--- config.mk ---
export PLATFORM = sky130hd
export DESIGN_NAME = serial_char_txrx
export DESIGN_NICKNAME = d
export VERILOG_FILES = /design/src/inc/serial_pkg.sv /design/src/logic/serial_char_txrx.sv
export SDC_FILE = /design/constraint.sdc
export NUM_CORES = 1
export LEC_CHECK = 0
export BUFFER_PORTS_ARGS = -buffer_cell sky130_fd_sc_hd__clkbuf_2
export CORE_MARGIN = 2
export CORE_UTILIZATION = 40
export CTS_CLUSTER_DIAMETER = 200
export CTS_CLUSTER_SIZE = 30
export DETAILED_ROUTE_END_ITERATION = 16
export GPL_ROUTABILITY_DRIVEN = 1
export PLACE_DENSITY = 0.57
export SLEW_MARGIN = 20
export SYNTH_ARGS = -nofsm -noshare
export SYNTH_HDL_FRONTEND = slang
export SYNTH_SLANG_ARGS = --single-unit
--- constraint.sdc ---
create_clock -name clock -period 4.05 [get_ports clock]
set_clock_uncertainty 0.2 [all_clocks]
set_input_delay 0.405 -clock clock [delete_from_list [all_inputs] [get_ports clock]]
set_output_delay 0.405 -clock clock [all_outputs]
set_load 0.005 [all_outputs]
--- src/inc/serial_pkg.sv ---
package serial_pkg;

  // Register byte offsets on the Avalon-MM slave
  localparam logic [3:0] CTRL_ADDR = 4'h0;
  localparam logic [3:0] STATUS_ADDR = 4'h4;
  localparam logic [3:0] DATA_ADDR = 4'h8;

  // Receiver oversampling points, counted 1 to 16 within a bit
  localparam logic [4:0] RT_FIRST = 5'h01;
  localparam logic [4:0] RT_LAST = 5'h10;
  localparam logic [4:0] RT_START_A = 5'h03;
  localparam logic [4:0] RT_START_B = 5'h05;
  localparam logic [4:0] RT_START_C = 5'h07;
  localparam logic [4:0] RT_DATA_A = 5'h08;
  localparam logic [4:0] RT_DATA_B = 5'h09;
  localparam logic [4:0] RT_DATA_C = 5'h0A;

  // Transmit bit timing and frame lengths in bits
  localparam logic [3:0] TX_TICK_LAST = 4'hF;
  localparam logic [3:0] FRAME_LEN8 = 4'hA;
  localparam logic [3:0] FRAME_LEN9 = 4'hB;
  localparam logic [3:0] DATA_BITS8 = 4'h8;
  localparam logic [3:0] DATA_BITS9 = 4'h9;

  typedef struct packed {
    logic read;
    logic write;
    logic [3:0] address;
    logic [3:0] byteenable;
    logic [31:0] writedata;
  } avalon_req_type;

  // Control register, bit 8 down to bit 0
  typedef struct packed {
    logic tx_ninth_bit;
    logic rx_full_irq_en;
    logic tx_done_irq_en;
    logic tx_empty_irq_en;
    logic tx_polarity_invert;
    logic nine_bit_mode;
    logic send_break;
    logic tx_enable_bit;
    logic module_enable;
  } ctrl_type;

  typedef enum logic [1:0] {
    TX_IDLE = 2'b01,
    TX_SEND = 2'b10
  } tx_state_type;

  typedef enum logic [2:0] {
    RX_SEARCH = 3'b001,
    RX_START = 3'b010,
    RX_DATA = 3'b100
  } rx_state_type;

endpackage

--- src/logic/serial_char_txrx.sv ---
// What this block does
// - Transmit 8- or 9-bit characters; 9-bit mode takes bit 8 from tx_ninth_bit.
// - Each rise of tx enable queues an all-ones preamble before buffered data.
// - Loaded characters carry a zero start bit first and a one stop bit last.
// - Data moving to the shifter sets tx_buffer_empty; with its enable, tx interrupt.
// - The transmit line idles at one (zero when inverted) whenever no character is shifting.
// - Clearing module_enable releases both serial pins at once.
// - While send_break is set, all-zero break characters of frame length repeat.
// - After send_break clears, finish the break then send ones before any start.
// - A break is a start bit, all-zero data and a zero stop position.
// - A break sets framing, full and break flags and clears data and ninth bit.
// - Dropping tx enable idles after the character; toggling queues one idle character.
// - Polarity invert flips every transmitted level, idle and break included.
// - tx_done when shifter and buffer are empty and no break or idle pending.
// - rx_ninth_bit holds bit 8 in 9-bit mode, a copy of bit 7 otherwise.
// - A complete character moves to the read buffer unless it is still full (a break clears it even then), and sets rx_buffer_full.
// - Sample at sixteen ticks per bit; resync on start and on one-to-zero data.
// - A start bit is a zero after three ones; counting then begins.
// - Start samples at ticks 3, 5, 7; two ones reject; one stray one is noise.
// - Data bits are the majority of ticks 8, 9, 10; disagreement sets noise.
// - Stop bit majority of ticks 8, 9, 10; zero is framing error; disagreement noise.
// - framing_error sets in the same cycle as rx_buffer_full.
//
// The address map and the Avalon-MM register port are this design's own decisions.
`timescale 1ns/100ps
`default_nettype none

module serial_char_txrx
  import serial_pkg::*;
(
  // Clock and reset
  input wire logic clock,
  input wire logic rst_n,
  // Oversampling tick, sixteen per bit, from the baud generator
  input wire logic oversample_tick,
  // Register bus
  input wire serial_pkg::avalon_req_type avs_req,
  output logic [31:0] avs_readdata,
  output logic avs_waitrequest,
  // Serial pins
  input wire logic serial_in_pin,
  output logic serial_out_pin,
  output logic serial_out_own,
  output logic serial_in_own,
  // Interrupt requests
  output logic tx_irq,
  output logic rx_irq
);
  import serial_pkg::*;

  typedef struct packed {
    ctrl_type ctrl;
    logic bus_ack;
    logic [31:0] readdata;
    logic status_armed;
    tx_state_type tx_state;
    logic [10:0] tx_shift;
    logic [3:0] tx_tick;
    logic [3:0] tx_bits;
    logic [7:0] tx_buffer;
    logic tx_buffer_empty;
    logic preamble_pending;
    logic after_break;
    logic break_sending;
    logic tx_level;
    logic [1:0] rx_sync;
    logic [2:0] ones_hist;
    rx_state_type rx_state;
    logic [4:0] rt;
    logic [3:0] rx_bitidx;
    logic [2:0] samples;
    logic [8:0] rx_shift;
    logic last_bit;
    logic frame_noise;
    logic [7:0] rx_buffer;
    logic rx_ninth_bit;
    logic rx_buffer_full;
    logic overrun;
    logic noise_flag;
    logic framing_error;
    logic break_detected;
  } state_type;

  state_type cur;
  state_type next;

  function automatic logic majority(input logic [2:0] s);
    majority = (s[0] & s[1]) | (s[0] & s[2]) | (s[1] & s[2]);
  endfunction

  function automatic logic disagree(input logic [2:0] s);
    disagree = (s != 3'b000) && (s != 3'b111);
  endfunction

  logic rx_bit;
  logic tx_done;
  logic bus_done;
  logic tx_bit_end;
  logic tx_slot;
  logic [3:0] frame_len;
  logic [3:0] data_bits;
  logic [4:0] rt_now;
  logic bit_value;
  logic [31:0] status_word;

  assign rx_bit = cur.rx_sync[1];
  assign frame_len = cur.ctrl.nine_bit_mode ? FRAME_LEN9 : FRAME_LEN8;
  assign data_bits = cur.ctrl.nine_bit_mode ? DATA_BITS9 : DATA_BITS8;
  assign bus_done = cur.bus_ack && (avs_req.read || avs_req.write);
  assign tx_bit_end = (cur.tx_state == TX_SEND) && oversample_tick
    && (cur.tx_tick == TX_TICK_LAST);
  // A new character may only be chosen on a tick, at a frame edge
  assign tx_slot = oversample_tick
    && ((cur.tx_state == TX_IDLE) || (tx_bit_end && (cur.tx_bits == 4'h1)));
  assign tx_done = cur.tx_buffer_empty && (cur.tx_state == TX_IDLE)
    && !cur.preamble_pending && !cur.after_break && !cur.ctrl.send_break;
  assign rt_now = (cur.rt == RT_LAST) ? RT_FIRST : cur.rt + 5'h01;
  assign status_word = {23'h0, cur.rx_ninth_bit, cur.rx_state != RX_SEARCH,
    cur.break_detected, cur.framing_error, cur.noise_flag, cur.overrun,
    cur.rx_buffer_full, tx_done, cur.tx_buffer_empty};

  always_comb
  begin
    next = cur;
    bit_value = 1'b0;
    // Bus slave: one wait cycle, then the access completes
    next.bus_ack = (avs_req.read || avs_req.write) && !cur.bus_ack;
    if ((avs_req.read || avs_req.write) && !cur.bus_ack)
    begin
      if (avs_req.address == CTRL_ADDR)
        next.readdata = {23'h0, cur.ctrl};
      else if (avs_req.address == STATUS_ADDR)
        next.readdata = status_word;
      else if (avs_req.address == DATA_ADDR)
        next.readdata = {24'h0, cur.rx_buffer};
      else
        next.readdata = 32'h0;
    end
    if (bus_done && avs_req.write && avs_req.address == CTRL_ADDR)
    begin
      if (avs_req.byteenable[0])
        next.ctrl[7:0] = avs_req.writedata[7:0];
      if (avs_req.byteenable[1])
        next.ctrl[8] = avs_req.writedata[8];
    end
    if (bus_done && avs_req.read && avs_req.address == STATUS_ADDR)
      next.status_armed = 1'b1;
    // Reading status then data clears the receive flags
    if (bus_done && avs_req.read && avs_req.address == DATA_ADDR && cur.status_armed)
    begin
      next.status_armed = 1'b0;
      next.rx_buffer_full = 1'b0;
      next.overrun = 1'b0;
      next.noise_flag = 1'b0;
      next.framing_error = 1'b0;
      next.break_detected = 1'b0;
    end
    // Writing data after a status read fills the transmit buffer
    if (bus_done && avs_req.write && avs_req.address == DATA_ADDR && avs_req.byteenable[0])
    begin
      next.tx_buffer = avs_req.writedata[7:0];
      if (cur.status_armed)
        next.tx_buffer_empty = 1'b0;
      next.status_armed = 1'b0;
    end

    // Transmitter
    // A rising tx enable, first start or toggle, queues one idle character
    if (!cur.ctrl.tx_enable_bit && next.ctrl.tx_enable_bit)
      next.preamble_pending = 1'b1;
    if (oversample_tick && cur.tx_state == TX_SEND)
    begin
      next.tx_tick = cur.tx_tick + 4'h1;
      if (tx_bit_end)
      begin
        next.tx_shift = {1'b1, cur.tx_shift[10:1]};
        next.tx_bits = cur.tx_bits - 4'h1;
      end
    end
    if (tx_slot)
    begin
      next.tx_tick = 4'h0;
      next.tx_bits = frame_len;
      next.tx_state = TX_SEND;
      next.break_sending = 1'b0;
      if (!cur.ctrl.module_enable || !cur.ctrl.tx_enable_bit)
        next.tx_state = TX_IDLE;
      else if (cur.ctrl.send_break)
      begin
        next.tx_shift = 11'h000;
        next.after_break = 1'b1;
        next.break_sending = 1'b1;
      end
      else if (cur.preamble_pending || cur.after_break)
      begin
        // Ones after a break guarantee the next start edge is seen
        next.tx_shift = 11'h7FF;
        next.preamble_pending = 1'b0;
        next.after_break = 1'b0;
      end
      else if (!cur.tx_buffer_empty)
      begin
        if (cur.ctrl.nine_bit_mode)
          next.tx_shift = {1'b1, cur.ctrl.tx_ninth_bit, cur.tx_buffer, 1'b0};
        else
          next.tx_shift = {2'b11, cur.tx_buffer, 1'b0};
        next.tx_buffer_empty = 1'b1;
      end
      else
        next.tx_state = TX_IDLE;
    end
    // The pin follows shifter bit 0 only while a frame is shifting, otherwise the idle level
    if (next.tx_state == TX_SEND)
      next.tx_level = next.tx_shift[0] ^ cur.ctrl.tx_polarity_invert;
    else
      next.tx_level = 1'b1 ^ cur.ctrl.tx_polarity_invert;

    // Receiver
    next.rx_sync = {cur.rx_sync[0], serial_in_pin};
    if (!cur.ctrl.module_enable)
    begin
      next.rx_state = RX_SEARCH;
      next.ones_hist = 3'b000;
    end
    else if (oversample_tick)
    begin
      next.rt = rt_now;
      if (rt_now == RT_START_A || rt_now == RT_START_B || rt_now == RT_START_C
          || rt_now == RT_DATA_A || rt_now == RT_DATA_B || rt_now == RT_DATA_C)
        next.samples = {cur.samples[1:0], rx_bit};
      case (cur.rx_state)
        RX_SEARCH:
        begin
          next.ones_hist = {cur.ones_hist[1:0], rx_bit};
          if (!rx_bit && cur.ones_hist == 3'b111)
          begin
            next.rx_state = RX_START;
            next.rt = RT_FIRST;
            next.frame_noise = 1'b0;
            next.rx_bitidx = 4'h0;
            next.rx_shift = 9'h000;
            next.last_bit = 1'b0;
          end
        end
        RX_START:
        begin
          if (rt_now == RT_START_C)
          begin
            if (majority({cur.samples[1:0], rx_bit}))
            begin
              // Rejected: rt keeps running unused and the search begins again
              next.rx_state = RX_SEARCH;
              next.ones_hist = 3'b000;
            end
            else if (disagree({cur.samples[1:0], rx_bit}))
              next.frame_noise = 1'b1;
          end
          // Late start samples only count as noise, any one among them
          if (rt_now == RT_DATA_C && (|{cur.samples[1:0], rx_bit}))
            next.frame_noise = 1'b1;
          if (rt_now == RT_LAST && next.rx_state == RX_START)
            next.rx_state = RX_DATA;
        end
        RX_DATA:
        begin
          if (rt_now == RT_DATA_C)
          begin
            bit_value = majority({cur.samples[1:0], rx_bit});
            if (disagree({cur.samples[1:0], rx_bit}))
              next.frame_noise = 1'b1;
            next.last_bit = bit_value;
            if (cur.rx_bitidx < data_bits)
              next.rx_shift[cur.rx_bitidx] = bit_value;
            else
            begin
              // Stop position sampled: the frame completes here, break or not
              next.rx_state = RX_SEARCH;
              next.ones_hist = 3'b000;
              // Builds on the cleared value so a same-cycle read cannot undo the set
              next.noise_flag = next.noise_flag | next.frame_noise;
              next.framing_error = !bit_value;
              next.rx_buffer_full = 1'b1;
              if (cur.rx_buffer_full)
                next.overrun = 1'b1;
              if (!bit_value && cur.rx_shift == 9'h000)
              begin
                next.break_detected = 1'b1;
                next.rx_buffer = 8'h00;
                next.rx_ninth_bit = 1'b0;
              end
              else if (!cur.rx_buffer_full)
              begin
                next.rx_buffer = cur.rx_shift[7:0];
                next.rx_ninth_bit = cur.ctrl.nine_bit_mode
                  ? cur.rx_shift[8] : cur.rx_shift[7];
              end
            end
          end
          else if (rt_now > RT_DATA_C && cur.last_bit && !rx_bit
                   && cur.samples[0] && cur.rx_bitidx < data_bits)
          begin
            // Early one-to-zero edge realigns the next bit
            next.rt = RT_FIRST;
            next.rx_bitidx = cur.rx_bitidx + 4'h1;
          end
          if (rt_now == RT_LAST)
            next.rx_bitidx = cur.rx_bitidx + 4'h1;
        end
        default:
          next.rx_state = RX_SEARCH;
      endcase
    end

    if (!rst_n)
    begin
      next = '0;
      next.tx_state = TX_IDLE;
      next.rx_state = RX_SEARCH;
      next.tx_buffer_empty = 1'b1;
      next.tx_level = 1'b1;
      next.rt = RT_FIRST;
    end
  end

  always_ff @(posedge clock)
  begin
    cur <= next;
  end

  assign avs_readdata = cur.readdata;
  assign avs_waitrequest = (avs_req.read || avs_req.write) && !cur.bus_ack;
  assign serial_out_pin = cur.tx_level;
  assign serial_out_own = cur.ctrl.module_enable;
  assign serial_in_own = cur.ctrl.module_enable;
  assign tx_irq = (cur.tx_buffer_empty && cur.ctrl.tx_empty_irq_en)
    || (tx_done && cur.ctrl.tx_done_irq_en);
  assign rx_irq = cur.rx_buffer_full && cur.ctrl.rx_full_irq_en;
endmodule

`default_nettype wire

Word level (Yosys, flattened, before mapping)
Index checks and enable logic that the tools add are counted.
{ "totals": {"ff_bits": 122, "out_inout_bits": 38, "word_cells": 239} }
{ "op_classes": {"n_addsub": 4, "magnitude_cmp": 4, "n_eq_ne": 33, "mux": 74, "n_bitwise": 11, "n_reduce_logical": 75} }
{ "op_table": {"columns": ["cell", "count"], "rows": [
  ["$mux 11", 6],
  ["$mux 9", 7],
  ["$mux 6", 7],
  ["$logic_and 1x1->1", 32],
  ["$mux 25", 1],
  ["$mux 5", 5],
  ["$reduce_and 6->1", 4],
  ["$mux 1", 22],
  ["$mux 21", 1],
  ["$pmux 10 s2", 1],
  ["$mux 19", 1],
  ["$pmux 3 s3", 2],
  ["$pmux 9 s2", 1],
  ["$mux 2", 8],
  ["$mux 4", 4],
  ["$eq 5x4->1 const B", 3],
  ["$ne 3x3->1 const B", 5],
  ["$mux 14", 1],
  ["$mux 12", 1],
  ["$eq 5x3->1 const B", 2],
  ["$eq 5x5->1 const B", 2],
  ["$logic_or 1x1->1", 10],
  ["$mux 10", 1],
  ["$reduce_and 2->1", 5],
  ["other kinds (40)", 69]
]} }

Longest topological paths before layout
{ "depth": {"depth_word": 13, "ltp_mapped": 12, "mapped_depth_nobuf": 9} }

Least setup slack after synthesis
Ideal clock, no wire load.
{ "synth_path": {"kind": "register to register", "start": "register cur[32] (netlist bit)", "end": "register cur[41] (netlist bit)", "setup_time_ps": 70, "t_arrival_ps": 2294, "setup_slack_ps": 1486, "stages_incl_launch_ff": 11, "n_path_buf": 1, "synth_period_minus_slack_ps": 2564, "path_cell_list": "dfxtp_1 > buf_2 > inv_1 > ha_1 > and3b_1 > o21ai_2 > or4_1 > a2bb2oi_1 > a211o_1 > or2_0 > a21oi_1"} }
{ "synth_via": {"elab_chain_len": 5, "word_cells_on_any_way": 8, "classes_between": "add/sub (1); eq/ne (5); mux (1); reduce/logical (1)"} }
{ "synth_lines": {"columns": ["item", "line", "rtl"], "rows": [
  ["start: declaration", "serial_char_txrx.sv:84", "state_type cur;"],
  ["start signal: assignment", "serial_char_txrx.sv:327", "cur <= next;"],
  ["$add 5x1->5 / $eq 5x5->1 (equally long branches)", "serial_char_txrx.sv:117", "assign rt_now = (cur.rt == RT_LAST) ? RT_FIRST : cur.rt + 5'h01;"],
  ["$mux 5 (*)", "serial_char_txrx.sv:117", null],
  ["$eq 5x3->1 / $eq 5x4->1 (equally long branches)", "serial_char_txrx.sv:247, serial_char_txrx.sv:266", null],
  ["$ne 4x4->1 (no line) / $ne 2x2->1 (equally long branches)", null, null],
  ["$reduce_and 6->1 (no line) (*)", null, null]
]} }
Mark *: on every way between the ends. The rest lies on a longest branch, timed or not.
A chain may end at the register's enable or synchronous reset.

Worst setup path after layout
{ "layout_path": {"start": "register cur[32] (netlist bit)", "end": "register cur[28] (netlist bit)"} }
{ "layout_via": {"elab_chain_len": 9, "word_cells_on_any_way": 15, "classes_between": "add/sub (1); order compare (1); eq/ne (5); mux (3); reduce/logical (5)"} }
{ "layout_lines": {"columns": ["item", "line", "rtl"], "rows": [
  ["$add 5x1->5 / $eq 5x5->1 (equally long branches)", "serial_char_txrx.sv:117", null],
  ["$mux 5 (*)", "serial_char_txrx.sv:117", null],
  ["$gt 5x4->1", "serial_char_txrx.sv:299", "else if (rt_now > RT_DATA_C && cur.last_bit && !rx_bit"],
  ["$logic_and 1x1->1 (2 in a row)", "serial_char_txrx.sv:299", null],
  ["$logic_and 1x1->1 (2 in a row)", "serial_char_txrx.sv:300", "&& cur.samples[0] && cur.rx_bitidx < data_bits)"],
  ["$ne 3x3->1 (no line)", null, null],
  ["$reduce_and 6->1 (no line)", null, null]
]} }
Marks and branches as above.

==> results.tsv <==
metric	value	unit
status	finished, final reports clean	
rrSetupSlack	1.02	ns
grt_max_degree	30	
rr_worst_depth	8	
path_buf_inv	0	
max_cap_viol_count	0	
layout_min_cycle_time	3.03	ns
cts_setup_buffers	0	
die_w	117	um
grt_overflow	0	
clock_latency	0.35	ns
clock_sinks	97	
multiInputGateArea	2790	sq um
synth_cell_type_count	67	
grt_pass1_vias	3841	
drt-pass1-iter-count	5	
synth_edf_count	0	
synth.top_cell.area_share	38.0	%
powerDensity	340	nW/um^2
pwr-share-seq	51.5	%
routedWlPerCell	14.5	um
regArea	1940	sq um
path_cells	ha_1 > or2b_1 > o21a_1 > nand3_1 > nor2_1 > a2111oi_2 > a211oi_1 > mux2_2	
p_leak	0.00207	uW
synth_common_cells	dfxtp_1 (97), nand2_1 (73), nor2_1 (71)	
power_frac_clock	44.4	%
htreeDepth	3	
path_depth	8	
synth_top_area_cell	dfxtp_1	
synth_area_leaders	dfxtp_1 (38%), mux2i_1 (6.5%), nand2_1 (5.4%), buf_4 (5.3%), nor2_1 (5.2%)	
crit_fanout	11	
yosysMostFrequentCell	dfxtp_1	
routed-via-count	4272	
cp-start-kind	flop	
yosys_warnings	0	
drc	0	
p_sw_share	23.9	%
drt_iter0_markers	226	
grt_first_pass_wirelength	19.5	mm
switching_power	448	uW
r2r-end	cur[28]	
cts_tree	yes	
die-area	13700	sq um
end_kind	flop	
gr-usage-all-layers	18.2	%
total_power	1870	uW
ir_drop	0.000215	V
cts_buffers	9	
dieHeight	117	um
ys_seq_area_share	38.0	%
syn_area_per_cell	8.07	sq um
cts_resized	0	
setup_viol	0	
criticalPathCategory	flop to flop	
hold_buffers	0	
p_int	1420	uW
worst_path_max_delay_cell	a211oi_1	
hold_violations	0	
area_growth_syn_to_layout	7.68	%
cp_top_family	simple AND/OR/NAND/NOR gates	
arrival	3.12	ns
pin_count	84	
startpoint	cur[32]	
tns	0	ns
hold_class	input pin to flop	
cp.required	4.14	ns
gp_congestion	0.831	
drt-total-wl	11.8	mm
endpoint	cur[28]	
cts-root-buf	clkbuf_16	
initial_core_util	40.7	%
ys_ff_latch	97	
r2r-start	cur[32]	
dp_hpwl	8.51	mm
rsz0062_at_grt	no	
n_antenna_cell	0	
ys_async_sr_fraction	0	%
slew_viol_final	0	
relSlewSlack	32.9	%
fillers	1275	
cts.clk_slew.worst_paths	0.07	ns
fin_crit_sh	74.7	%
fin_nets	693	
worst_pin_slew	1.00	ns
antenna_left	0	
antenna_found_initial	0	
avgViaCountPerCell	5.24	
drive_gt1_share	11.4	%
port-buffer-count	35	
fp-row-count	41	
ys.flop_type	dfxtp_1	
combPwrFrac	4.1	%
cts.path.max_buffers	2	
syn_inst	634	
cpPeakStageDelay	0.56	ns
coreArea	12600	sq um
synthesis.area	5120	sq um
clock.fmax	330	MHz
==> final cells by class <==
cell class / count / share of cell area [%]
Clock buffer: 10 / 4.34
Sequential cell: 97 / 35.2
Clock inverter: 6 / 0.863
Tap cell: 172 / 3.91
Inverter: 16 / 1.09
Multi-Input combinational cell: 474 / 50.7
Timing Repair Buffer: 40 / 3.86
==> cells in the final DEF, fill, tap and decap left out, drive strengths merged, types with 15 or more instances in the layout <==
master,netlist,final
dfxtp,97,97
nand2,73,73
nor2,71,71
o21ai,48,48
a21oi,46,46
clkbuf,23,45
mux2i,33,33
conb,1,23
nor3,18,18
inv,15,18
nand3,15,15
==> worst min path at each step <==
stage,startpoint,depth (start not counted),endpoint
6_report,serial_in_pin,2,cur[43]
5_1_grt,serial_in_pin,2,cur[43]
4_1_cts,serial_in_pin,2,cur[43]
3_5_place_dp,cur[43],1,cur[44]
3_3_place_gp,cur[3],2,cur[3]
2_1_floorplan,cur[43],1,cur[44]
==> sequential cells by signal, indices dropped and copies added (netlist names) <==
name	cells
cur	86
avs_readdata	9
serial_in_own	1
serial_out_pin	1
==> metal layers <==
| layer | wire length (um) | track usage, % | vias up |
|---|---|---|---|
| li1 | - | - | 2194 |
| met1 | 5540 | 24.0 | 2001 |
| met2 | 5730 | 29.7 | 69 |
| met3 | 408 | 3.86 | 8 |
| met4 | 144 | 5.73 | 0 |
| met5 | 0 | 0 | - |
==> power by group through the flow <==
stage	Sequential (uW)	Combinational, uW	Clock (uW)
after global placement	986	75.9	0
after detailed placement	986	76.6	0
after global routing	965	87.8	889
after floorplan	985	66.5	0
final	964	76.6	830
after CTS	964	76.9	855
==> cell families after synthesis <==
kind of cell	Yosys count	synth area share, %
buf+inv	85	9.07
flops	97	38.0
xor+xnor	9	1.54
mux	36	7.12
compound gates	156	19.4
simple gates	241	22.7
fa+ha+maj	9	2.20
other cells	1	0.0733
==> metrics by stage <==
stage	worst slack (ns)	util [%]	instances	instance area (sq um)	hold slack, ns
floorplan	1.49	-	656	5200	0.212
global placement	1.14	41.6	799	5220	0.233
detailed placement	1.04	41.6	799	5220	0.228
CTS	1.03	43.8	815	5510	0.0594
global route	0.674	43.8	815	5510	0.0827
finish	1.02	43.8	815	5510	0.0685
Power figures use the tool's default switching activity.
